[src/tvc_regs.svh]
// Register offsets, reset values and timing counts of the vectored interrupt controller.
//------------------------------------------------------------------------------
// Behaviour
// - Twelve sources, each with flags, enable, priority.
// - Software-set pending flag requests like hardware.
// - Each source selects low or high level.
// - High request may preempt low service routine.
// - Nothing preempts a high service routine.
// - All priority bits reset to low.
// - Level comes from two priority registers.
// - Simultaneous mixed levels: high serviced first.
// - Same level: fixed order, lowest number first.
// - Reset vector zero; sources at 0x0003 plus eight.
// - Requests sampled and resolved every clock.
// - Best response: one detect plus four call.
// - After return, one instruction before next call.
// - Worst response eighteen clocks without competing service.
// - Equal or lower level waits for return.
// - Global enable bit seven gates every source.
// - Enable bit six is a plain software flag.
// - Enable bit five masks timer 2 overflows.
// - Enable bits zero to four mask base sources.
// - Flags set regardless of enable; ignored if off.
// - External and timer 0/1 flags cleared on vectoring.
// - Flag still set after return requests again.
// - Call taken only at instruction completion.
//------------------------------------------------------------------------------
`ifndef TVC_REGS_SVH
`define TVC_REGS_SVH

`define TVC_ADDR_MASK 8'ha8
`define TVC_ADDR_PRI_BASE 8'hb8
`define TVC_ADDR_MASK_EXT 8'he6
`define TVC_ADDR_PRI_EXT 8'hf6

`define TVC_RST_MASK 8'h00
`define TVC_RST_PRI 6'h00
`define TVC_RST_MASK_EXT 6'h00
`define TVC_PRI_UNUSED 2'h3
`define TVC_MASK_EXT_UNUSED 2'h0

`define TVC_BIT_GLOBAL 7
`define TVC_BIT_SPARE 6

`define TVC_RST_VEC 16'h0000
`define TVC_VEC_BASE 16'h0003
`define TVC_VEC_LAST 16'h005b
`define TVC_CALL_CYC 3'h4

`endif

[src/tvc_pkg.sv]
// Types shared by the vectored interrupt controller.
package tvc_pkg;

  typedef enum logic {
    TVC_IDLE = 1'b0,
    TVC_CALL = 1'b1
  } tvc_st_e;

  // Raw pending flags as held by the peripherals.
  typedef struct packed {
    logic cmp_rise;
    logic cmp_fall;
    logic [2:0] pca_match;
    logic pca_overflow;
    logic conv_done;
    logic conv_window;
    logic twowire;
    logic timer2_high_overflow_flag;
    logic timer2_low_overflow_flag;
    logic serial_tx;
    logic serial_rx;
    logic timer1;
    logic ext_input_one;
    logic timer0;
    logic ext_input_zero;
  } tvc_pend_s;

  typedef struct packed {
    logic [7:0] mask;
    logic [5:0] pri_base;
    logic [5:0] mask_ext;
    logic [5:0] pri_ext;
    logic [11:0] req;
    logic hi_req;
    logic act_hi;
    logic act_lo;
    tvc_st_e st;
    logic [2:0] cnt;
    logic start;
    logic [15:0] vec;
    logic [3:0] clr;
    logic [7:0] rdata;
  } tvc_state_s;

endpackage : tvc_pkg

[src/tvc_ctrl.sv]
// Two-level vectored interrupt controller facing the core sequencer.
`timescale 1ns/1ps
`include "tvc_regs.svh"

module tvc_ctrl
  import tvc_pkg::*;
(
  input wire logic i_core_clk, // System clock, 20 MHz.
  input wire logic i_rst, // Asynchronous reset, active high.
  input wire logic [7:0] i_sfr_addr, // Special register address.
  input wire logic i_sfr_we, // Register write strobe.
  input wire logic i_sfr_re, // Register read strobe.
  input wire logic [7:0] i_sfr_wdata, // Register write data.
  output logic [7:0] o_sfr_rdata, // Read data, valid cycle after strobe.
  input wire tvc_pend_s i_pend, // Peripheral pending flags.
  input wire logic i_instr_end, // Current instruction completes.
  input wire logic i_return_from_service, // Return from service completes.
  output logic o_call_start, // First cycle of a vector call.
  output logic o_call_active, // Vector call in progress.
  output logic [15:0] o_vec_addr, // Service address of the call.
  output logic [3:0] o_flag_clear, // Auto-clear of ext0, tmr0, ext1, tmr1.
  output logic [1:0] o_in_service // Bit 1 high level, bit 0 low level.
);

  //----------------------------------------------------------------------------
  // State
  //----------------------------------------------------------------------------
  tvc_state_s s_reg;
  tvc_state_s s_next;

  logic [11:0] raw;
  logic [11:0] en;
  logic [11:0] lvl;
  logic [11:0] hi_ok;
  logic [11:0] lo_ok;
  logic [3:0] pick;
  logic pick_hi;
  logic pick_vld;
  logic launch;

  //----------------------------------------------------------------------------
  // Request formation
  //----------------------------------------------------------------------------
  // A flag set by software reaches here exactly as a hardware flag does.
  always_comb begin
    raw[0] = i_pend.ext_input_zero;
    raw[1] = i_pend.timer0;
    raw[2] = i_pend.ext_input_one;
    raw[3] = i_pend.timer1;
    raw[4] = i_pend.serial_rx | i_pend.serial_tx;
    raw[5] = i_pend.timer2_low_overflow_flag | i_pend.timer2_high_overflow_flag;
    raw[6] = i_pend.twowire;
    raw[7] = i_pend.conv_window;
    raw[8] = i_pend.conv_done;
    raw[9] = i_pend.pca_overflow | (|i_pend.pca_match);
    raw[10] = i_pend.cmp_fall;
    raw[11] = i_pend.cmp_rise;
  end

  // Disabled sources keep their flags but are ignored.
  assign en = {s_reg.mask_ext, s_reg.mask[5:0]}
    & {12{s_reg.mask[`TVC_BIT_GLOBAL]}};
  assign lvl = {s_reg.pri_ext, s_reg.pri_base};

  //----------------------------------------------------------------------------
  // Arbitration
  //----------------------------------------------------------------------------
  // A high request may enter only while no high routine runs; a low one
  // only while nothing runs at all.
  assign hi_ok = s_reg.req & lvl & {12{~s_reg.act_hi}};
  assign lo_ok = s_reg.req & ~lvl
    & {12{~s_reg.act_hi & ~s_reg.act_lo}};

  always_comb begin
    pick = 4'h0;
    pick_hi = 1'b0;
    pick_vld = 1'b0;
    if (|hi_ok) begin
      pick_hi = 1'b1;
      pick_vld = 1'b1;
      for (int i = 11; i >= 0; i--) begin
        if (hi_ok[i]) begin
          pick = 4'(i);
        end
      end
    end else if (|lo_ok) begin
      pick_vld = 1'b1;
      for (int i = 11; i >= 0; i--) begin
        if (lo_ok[i]) begin
          pick = 4'(i);
        end
      end
    end
  end

  // The call waits for the running instruction to end, and never on the
  // boundary of a return, so one more instruction always runs first.
  assign launch = pick_vld && (s_reg.st == TVC_IDLE)
    && i_instr_end && !i_return_from_service;

  //----------------------------------------------------------------------------
  // Next state
  //----------------------------------------------------------------------------
  always_comb begin
    s_next = s_reg;
    s_next.req = raw & en;
    s_next.start = 1'b0;
    s_next.clr = 4'h0;

    if (i_sfr_we) begin
      case (i_sfr_addr)
        `TVC_ADDR_MASK: begin
          s_next.mask = i_sfr_wdata;
        end
        `TVC_ADDR_PRI_BASE: begin
          s_next.pri_base = i_sfr_wdata[5:0];
        end
        `TVC_ADDR_MASK_EXT: begin
          s_next.mask_ext = i_sfr_wdata[5:0];
        end
        `TVC_ADDR_PRI_EXT: begin
          s_next.pri_ext = i_sfr_wdata[5:0];
        end
        default: begin
        end
      endcase
    end

    // Judge the level with the priorities that arbitration will see next.
    s_next.hi_req = |(raw & en & {s_next.pri_ext, s_next.pri_base});

    if (i_sfr_re) begin
      case (i_sfr_addr)
        `TVC_ADDR_MASK: begin
          s_next.rdata = s_reg.mask;
        end
        `TVC_ADDR_PRI_BASE: begin
          s_next.rdata = {`TVC_PRI_UNUSED, s_reg.pri_base};
        end
        `TVC_ADDR_MASK_EXT: begin
          s_next.rdata = {`TVC_MASK_EXT_UNUSED, s_reg.mask_ext};
        end
        `TVC_ADDR_PRI_EXT: begin
          s_next.rdata = {`TVC_PRI_UNUSED, s_reg.pri_ext};
        end
        default: begin
          s_next.rdata = 8'h00;
        end
      endcase
    end

    // A return ends the innermost routine, which is the high one if any.
    if (i_return_from_service) begin
      if (s_reg.act_hi) begin
        s_next.act_hi = 1'b0;
      end else begin
        s_next.act_lo = 1'b0;
      end
    end

    case (s_reg.st)
      TVC_IDLE: begin
        if (launch) begin
          s_next.st = TVC_CALL;
          s_next.cnt = `TVC_CALL_CYC - 3'h1;
          s_next.start = 1'b1;
          s_next.vec = `TVC_VEC_BASE + {9'h000, pick, 3'h0};
          if (pick_hi) begin
            s_next.act_hi = 1'b1;
          end else begin
            s_next.act_lo = 1'b1;
          end
          if (pick < 4'h4) begin
            s_next.clr = 4'h1 << pick[1:0];
          end
        end
      end
      TVC_CALL: begin
        if (s_reg.cnt == 3'h0) begin
          s_next.st = TVC_IDLE;
        end else begin
          s_next.cnt = s_reg.cnt - 3'h1;
        end
      end
      default: begin
        s_next.st = TVC_IDLE;
      end
    endcase
  end

  //----------------------------------------------------------------------------
  // Registers
  //----------------------------------------------------------------------------
  // Reset clears everything: levels low, masks off, vector at zero.
  always_ff @(posedge i_core_clk or posedge i_rst) begin
    if (i_rst) begin
      s_reg.mask <= `TVC_RST_MASK;
      s_reg.pri_base <= `TVC_RST_PRI;
      s_reg.mask_ext <= `TVC_RST_MASK_EXT;
      s_reg.pri_ext <= `TVC_RST_PRI;
      s_reg.req <= 12'h000;
      s_reg.hi_req <= 1'b0;
      s_reg.act_hi <= 1'b0;
      s_reg.act_lo <= 1'b0;
      s_reg.st <= TVC_IDLE;
      s_reg.cnt <= 3'h0;
      s_reg.start <= 1'b0;
      s_reg.vec <= `TVC_RST_VEC;
      s_reg.clr <= 4'h0;
      s_reg.rdata <= 8'h00;
    end else begin
      s_reg <= s_next;
    end
  end

  assign o_sfr_rdata = s_reg.rdata;
  assign o_call_start = s_reg.start;
  assign o_call_active = (s_reg.st == TVC_CALL);
  assign o_vec_addr = s_reg.vec;
  assign o_flag_clear = s_reg.clr;
  assign o_in_service = {s_reg.act_hi, s_reg.act_lo};
endmodule : tvc_ctrl

[config.mk]
export PLATFORM = sky130hd
export DESIGN_NAME = tvc_ctrl
export DESIGN_NICKNAME = d
export VERILOG_FILES = /design/src/tvc_pkg.sv /design/src/tvc_ctrl.sv
export VERILOG_INCLUDE_DIRS = /design/src /design/src/src
export SDC_FILE = /design/constraint.sdc
export NUM_CORES = 1
export LEC_CHECK = 0
export ABC_AREA = 0
export BUFFER_PORTS_ARGS = -buffer_cell sky130_fd_sc_hd__buf_2
export CAP_MARGIN = 15
export CORE_MARGIN = 1.5
export CORE_UTILIZATION = 35
export DETAILED_ROUTE_END_ITERATION = 8
export SYNTH_ARGS = -nofsm -noshare
export SYNTH_HDL_FRONTEND = slang
export SYNTH_SLANG_ARGS = --single-unit
[constraint.sdc]
create_clock -name i_core_clk -period 3.3 [get_ports i_core_clk]
set_input_delay 0.165 -clock i_core_clk [delete_from_list [all_inputs] [get_ports i_core_clk]]
set_output_delay 0.165 -clock i_core_clk [all_outputs]
set_load 0.005 [all_outputs]
==> run_results.csv, run 1 <==
group,metric,value,unit
outcome,status,"finished, final reports clean",
detailed_routing,post_drt_wl_per_cell,15.6,microns
floorplanning,fp.dieH,99.2,microns
worst_setup_path,critPathMaxFanout,12,
yosys,synth_seq_area_share,47.9,%
detailed_routing,first_pass_iters,5,
finish,areaGrowthSynthToFinish,14.5,%
finish,instances_no_fill,467,
clock_tree,cts_buffer_depth,2,
detailed_routing,drtIter0Drc,74,
yosys,synth_seq_cells,62,
hold_path,hold_path_depth,2,
yosys,post_synth_num_cell_types,54,
timing,setup_viol,0,
detailed_routing,ant_nets,0,
floorplanning,initial_core_util,36.6,%
clock_tree,numCtsBuffers,9,
power,intPower,1210,uW
detailed_routing,via_per_inst,5.15,
detailed_routing,vias,2405,
power,p_per_area,434,nW/um^2
detailed_routing,drcViolationCount,0,
yosys,synth_area_leaders,"dfrtp_1 48%, mux2_2 7.3%, buf_4 7.0%, nand2_1 3.5%, a21oi_1 3.2%",
power,vdd_ir_drop_max,229,uV
clock_tree,clkTransAtPathRegs,80,ps
timing,rsz0062_at_grt,"false",
hold_path,min_to,"s_reg[72]",
power,clockPowerShare,43.3,%
timing,worst_pin_slew,781,ps
run,drv_cap,0,
place,gp_congestion,0.836,
global_route,grt_pass1_vias,2405,
timing,tns,0,ps
global_route,grt_max_degree,38,
place,numPortBuffers,60,
worst_setup_path,crit_type,"reg -> reg",
place,hpwl,5410,microns
global_route,grt_pass1_wl,12200,microns
worst_setup_path,r2r_cells,5,
timing,fin_crit,2060,ps
clock_tree,postCtsSetupBuffers,0,
hold_path,hold_class,"in -> reg",
worst_setup_path,r2r-end,"o_flag_clear[1]",
worst_setup_path,rrSetupSlack,1240,ps
global_route,grt_overflow_total,0,
global_route,track_usage,16.2,%
clock_tree,cts_sinks,62,
floorplanning,die_x,99.2,microns
global_route,antenna_found_initial,0,
timing,finalHoldViolCount,0,
timing,clock_skew,14.8,ps
yosys,synth_edf_count,0,
worst_setup_path,r2r-start,"o_in_service[1]",
floorplanning,rows,34,
power,p_sw_share,25.0,%
yosys,syn_area,3240,sq um
floorplanning,dieArea,9840,sq um
finish,drive_above_1_share,33.1,%
clock_tree,root_buffer,"clkbuf_8",
power,pwr-share-comb,6.5,%
worst_setup_path,critPathLaunchType,"flop",
detailed_routing,drt-total-wl,7290,microns
power,seq_power_share,50.1,%
yosys,synth_ff_type,"dfrtp_1",
yosys,postSynthCellCount,303,
floorplanning,io-pin-count,71,
yosys,async_reset_ff_share,100,%
finish,diodes,0,
timing,post-route-period-util,62.5,%
yosys,yosys.area.top_type,"dfrtp_1",
worst_setup_path,end_kind,"flop",
hold_path,min-delay-start,"i_sfr_wdata[6]",
floorplanning,core,8850,sq um
power,power.switching,403,uW
clock_tree,tritoncts,"built",
timing,slew_headroom,47.8,%
place,dp_cells,449,
clock_tree,cts_resized,0,
worst_setup_path,cp.required,3560,ps
timing,slew_violations,0,
yosys,synth_top_area_share,47.9,%
yosys,synth_warnings,0,
power,leakage,0.00187,uW
finish,fin_nets,395,
timing,fmax,0.485,GHz
yosys,synth_area_per_cell,10.7,sq um
clock_tree,h-tree-depth,3,
clock_tree,insertion_delay,360,ps
worst_setup_path,critPathArrivalTime,2320,ps
finish,largest_reg_flops,29,
-- repair_timing --
action	4_1_cts	5_1_grt
endpoints found under the hold margin	37	0
setup endpoints to repair	0	0
hold buffers	2	0
-- layer usage --
layer  track usage (%)  vias to the layer above  wire length, microns
li1                  -                     1152                     -
met5                 0                        -                     0
met2              25.3                       82                  3290
met1              21.4                     1161                  3460
met3              5.48                       10                   415
met4              4.98                        0                   119
-- worst max-delay path by stage --
stage,startpoint,endpoint,slack [ps],cells after the start
after floorplan,s_reg[41],o_flag_clear[1],1560,6
after detailed placement,o_in_service[1],o_flag_clear[2],1280,6
after global routing,o_in_service[1],o_flag_clear[2],1110,6
after global placement,o_in_service[1],o_flag_clear[1],1350,6
after CTS,o_in_service[1],o_flag_clear[2],1250,6
final,o_in_service[1],o_flag_clear[1],1240,5
-- power groups by stage --
stage	Clock (uW)	Combinational [uW]	Sequential, uW
CTS	715	108	807
detailed placement	0	105	822
global route	753	121	811
global placement	0	102	821
floorplan	0	76.1	812
finish	697	105	807
-- Yosys cell counts, types with 7 or more instances --
cell type / number
a22o_1: 7
buf_4: 30
nor2_1: 13
inv_1: 8
and3_1: 9
a22oi_1: 12
nand2b_1: 15
nand2_1: 30
mux2_2: 21
a21oi_1: 21
dfrtp_1: 62
-- cells by family after synthesis --
logic type / count (synthesis) / share of synthesized area (%)
adder cells (fa/ha/maj): 2 / 0.773
XOR/XNOR: 1 / 0.271
multiplexers: 26 / 9.04
AND/OR/NAND/NOR: 101 / 17.2
other: 1 / 0.116
AO/OA/AOI/OAI: 68 / 16.1
buffers and inverters: 42 / 8.62
flip-flops: 62 / 47.9
-- cells in the final DEF, fill, tap and decap left out, types with 2 or more instances in the layout --
master and instances:
clkinv_4 3, inv_1 7, a22o_1 7, o21ai_0 3, a31oi_1 2, nor2b_1 3
ha_1 2, nor3_1 3, nand3_1 5, dlygate4sd3_1 2, nor3b_1 4, a21oi_1 21
conb_1 10, o22ai_1 2, and3_1 9, mux2_1 5, nor2_1 13, buf_2 60
clkinvlp_4 2, nand4_1 3, o211a_1 2, a41oi_2 4, nand2_1 30, nor2_2 2
a22oi_1 12, buf_4 2, nand2_2 3, a31oi_2 2, nand2b_1 15, clkbuf_8 10
o211ai_1 3, mux2_2 21, inv_2 2, dfrtp_1 62
-- final cells by class --
class	instances	area, sq um
fillers	872	5140
flip-flops and latches	62	1550
multi-input cells	208	1440
repair buffers	64	335
clock buffers	10	138
well taps	108	135
clock inverters	6	71.3
inverters	9	33.8
-- stage by stage --
| step | hold WS [ps] | power [uW] | util [%] | setup slack [ps] | instance area, sq um |
|---|---|---|---|---|---|
| after floorplan | 228 | 888 | - | 1560 | 3270 |
| final | 16.5 | 1610 | 41.9 | 1240 | 3710 |
| after CTS | 1.54 | 1630 | 41.9 | 1250 | 3710 |
| after global routing | 7.37 | 1680 | 41.9 | 1110 | 3710 |
| after detailed placement | 355 | 927 | 39.3 | 1280 | 3480 |
| after global placement | 349 | 922 | 39.3 | 1350 | 3480 |
-- critical path: stages (launching register included) --
cell and delay (ps):
dfrtp_1 520, or2_1 400, a41oi_2 320, nor3b_1 310
o21ai_0 190, nor3b_1 240
(Power assumes the default switching activity.)
==> inputs of run 2 (changes only) <==
Clock period 3.3 ns to 2.11 ns, I/O delays scaled along.
==> run_results.csv, run 2 (synthesized netlist as in run 1, its figures left out) <==
group,metric,value,unit
timing,clock_skew,12.9,ps
finish,layout_commonest_cell,"dfrtp_1",
timing,setup_viol,0,
clock_tree,tritoncts,"built",
detailed_routing,drtIter0Drc,106,
timing,rsz0062_at_grt,"false",
detailed_routing,top_layer,"met4",
place,placed_area,3530,sq um
timing,tns,0,ps
detailed_routing,vias,2517,
clock_tree,cts_sinks,62,
timing,post-route-period-util,94.4,%
detailed_routing,ant_nets,0,
detailed_routing,drt-total-wl,7530,microns
timing,hold_slack,19.0,ps
finish,layout_common_cells,"62 x dfrtp_1, 60 x buf_2, 30 x nand2_1",
detailed_routing,drt-met1-wl,3460,microns
clock_tree,cts_buffer_depth,2,
worst_setup_path,critPathLaunchType,"flop",
finish,instances_no_fill,481,
worst_setup_path,critPathMaxStageDelay,410,ps
finish,diodes,0,
finish,largest_reg_flops,29,
worst_setup_path,r2r-start,"o_in_service[0]",
floorplanning,die_x,99.2,microns
finish,fin_nets,411,
detailed_routing,route.met3.wl,422,microns
detailed_routing,wl_met2,3540,microns
place,hpwl,5610,microns
finish,n_fill_cell,854,
detailed_routing,first_pass_iters,4,
clock_tree,postCtsSetupBuffers,0,
timing,slew_violations,0,
worst_setup_path,cp.required,2390,ps
power,leakage,0.00194,uW
global_route,grt_max_degree,63,
worst_setup_path,r2r_cells,6,
clock_tree,root_buffer,"clkbuf_8",
clock_tree,insertion_delay,350,ps
power,p_per_area,630,nW/um^2
power,vdd_ir_drop_max,325,uV
worst_setup_path,startpoint,"o_in_service[0]",
global_route,grt_overflow_total,0,
worst_setup_path,rrSetupSlack,120,ps
timing,fin_crit,1990,ps
floorplanning,initial_core_util,36.6,%
global_route,grt_pass1_vias,2488,
worst_setup_path,path_delay_family,"simple AND/OR/NAND/NOR gates",
worst_setup_path,r2r-end,"o_vec_addr[5]",
clock_tree,h-tree-depth,3,
detailed_routing,post_drt_wl_per_cell,15.7,microns
floorplanning,core,8850,sq um
worst_setup_path,critPathArrivalTime,2270,ps
worst_setup_path,critPathMaxFanout,8,
floorplanning,io-pin-count,71,
worst_setup_path,crit_path_end,"o_vec_addr[5]",
global_route,grt_pass1_wl,12500,microns
timing,finalHoldViolCount,0,
clock_tree,numCtsBuffers,9,
finish,areaGrowthSynthToFinish,18.7,%
worst_setup_path,end_kind,"flop",
place,dp_cells,455,
global_route,antenna_found_initial,0,
finish,final_area,3840,sq um
worst_setup_path,cp.depth,6,
worst_setup_path,cp_cell_sequence,"or2_1 > a41o_1 > nor3b_4 > a21bo_2 > nor3_1 > a21o_1",
outcome,status,"finished, final reports clean",
worst_setup_path,crit_buf_inv,0,
detailed_routing,drcViolationCount,0,
floorplanning,fp.dieH,99.2,microns
floorplanning,rows,34,
timing,fmax,0.502,GHz
hold_path,hold_class,"in -> reg",
run,drv_cap,0,
finish,drive_above_1_share,33.0,%
worst_setup_path,slowest_stage,"dfrtp_1",
clock_tree,clkTransAtPathRegs,60,ps
place,numPortBuffers,60,
place,gp_congestion,0.845,
global_route,track_usage,16.6,%
detailed_routing,via_per_inst,5.23,
worst_setup_path,crit_type,"reg -> reg",
floorplanning,dieArea,9840,sq um
## run 2: cell count changes in the layout (fill, tap and decap cells not counted)
cell	before	now
a41oi_2	4	3
a41oi_4	0	1
buf_12	0	1
buf_4	2	7
clkbuf_8	10	9
clkinv_2	0	3
clkinv_4	3	0
clkinvlp_4	2	1
dlygate4sd3_1	2	12
## run 2: power by group
part / internal [uW] / switching [uW] / leakage (uW)
registers: 1230 / 33.7 / 0.000854
clock network: 525 / 448 / 0.0000907
logic: 95.2 / 89.7 / 0.000999
## run 2: worst register-to-register path: stages (launching register included)
cell     delay (ps)
dfrtp_1         410
or2_1           370
a41o_1          300
nor3b_4         180
a21bo_2         290
nor3_1          260
a21o_1          120
## run 2: final cells by class
| cell class | instances | area (sq um) | share of cell area, % |
|---|---|---|---|
| flip-flops and latches | 62 | 1550 | 40.4 |
| multi-input cells | 208 | 1450 | 37.8 |
| repair buffers | 80 | 493 | 12.8 |
| well taps | 108 | 135 | 3.52 |
| clock buffers | 9 | 124 | 3.22 |
| clock inverters | 5 | 52.6 | 1.37 |
| inverters | 9 | 33.8 | 0.879 |
## run 2: timing repair
| item | in CTS | in global routing |
|---|---|---|
| hold endpoints to repair | 73 | 1 |
| setup endpoints to repair | 0 | 1 |
| gates resized for setup | 0 | 1 |
| hold buffers | 11 | 1 |
## run 2: layer usage
layer  vias to the layer above  GRT usage, %
met5                         -             0
met4                         0          6.93
met3                        12          4.43
met2                        93          26.3
met1                      1226          21.7
li1                       1186             -
## run 2: metrics by stage
stage / utilization, % / total power (uW) / setup slack [ps]
finish: 43.4 / 2420 / 118
detailed placement: 39.9 / 1450 / 164
global placement: 39.9 / 1450 / 235
global route: 43.4 / 2530 / 14.7
floorplan: - / 1390 / 372
CTS: 43.2 / 2450 / 138
## run 2: worst min-delay path by stage
stage	from	to	slack, ps	cells past startpoint
after global placement	i_rst	o_flag_clear[2]	190	3
after global routing	i_pend[9]	s_reg[43]	9	2
after detailed placement	i_rst	o_flag_clear[1]	190	3
after floorplan	i_return_from_service	o_in_service[1]	170	1
after CTS	i_pend[5]	s_reg[40]	1	2
final	i_pend[15]	s_reg[46]	20	2
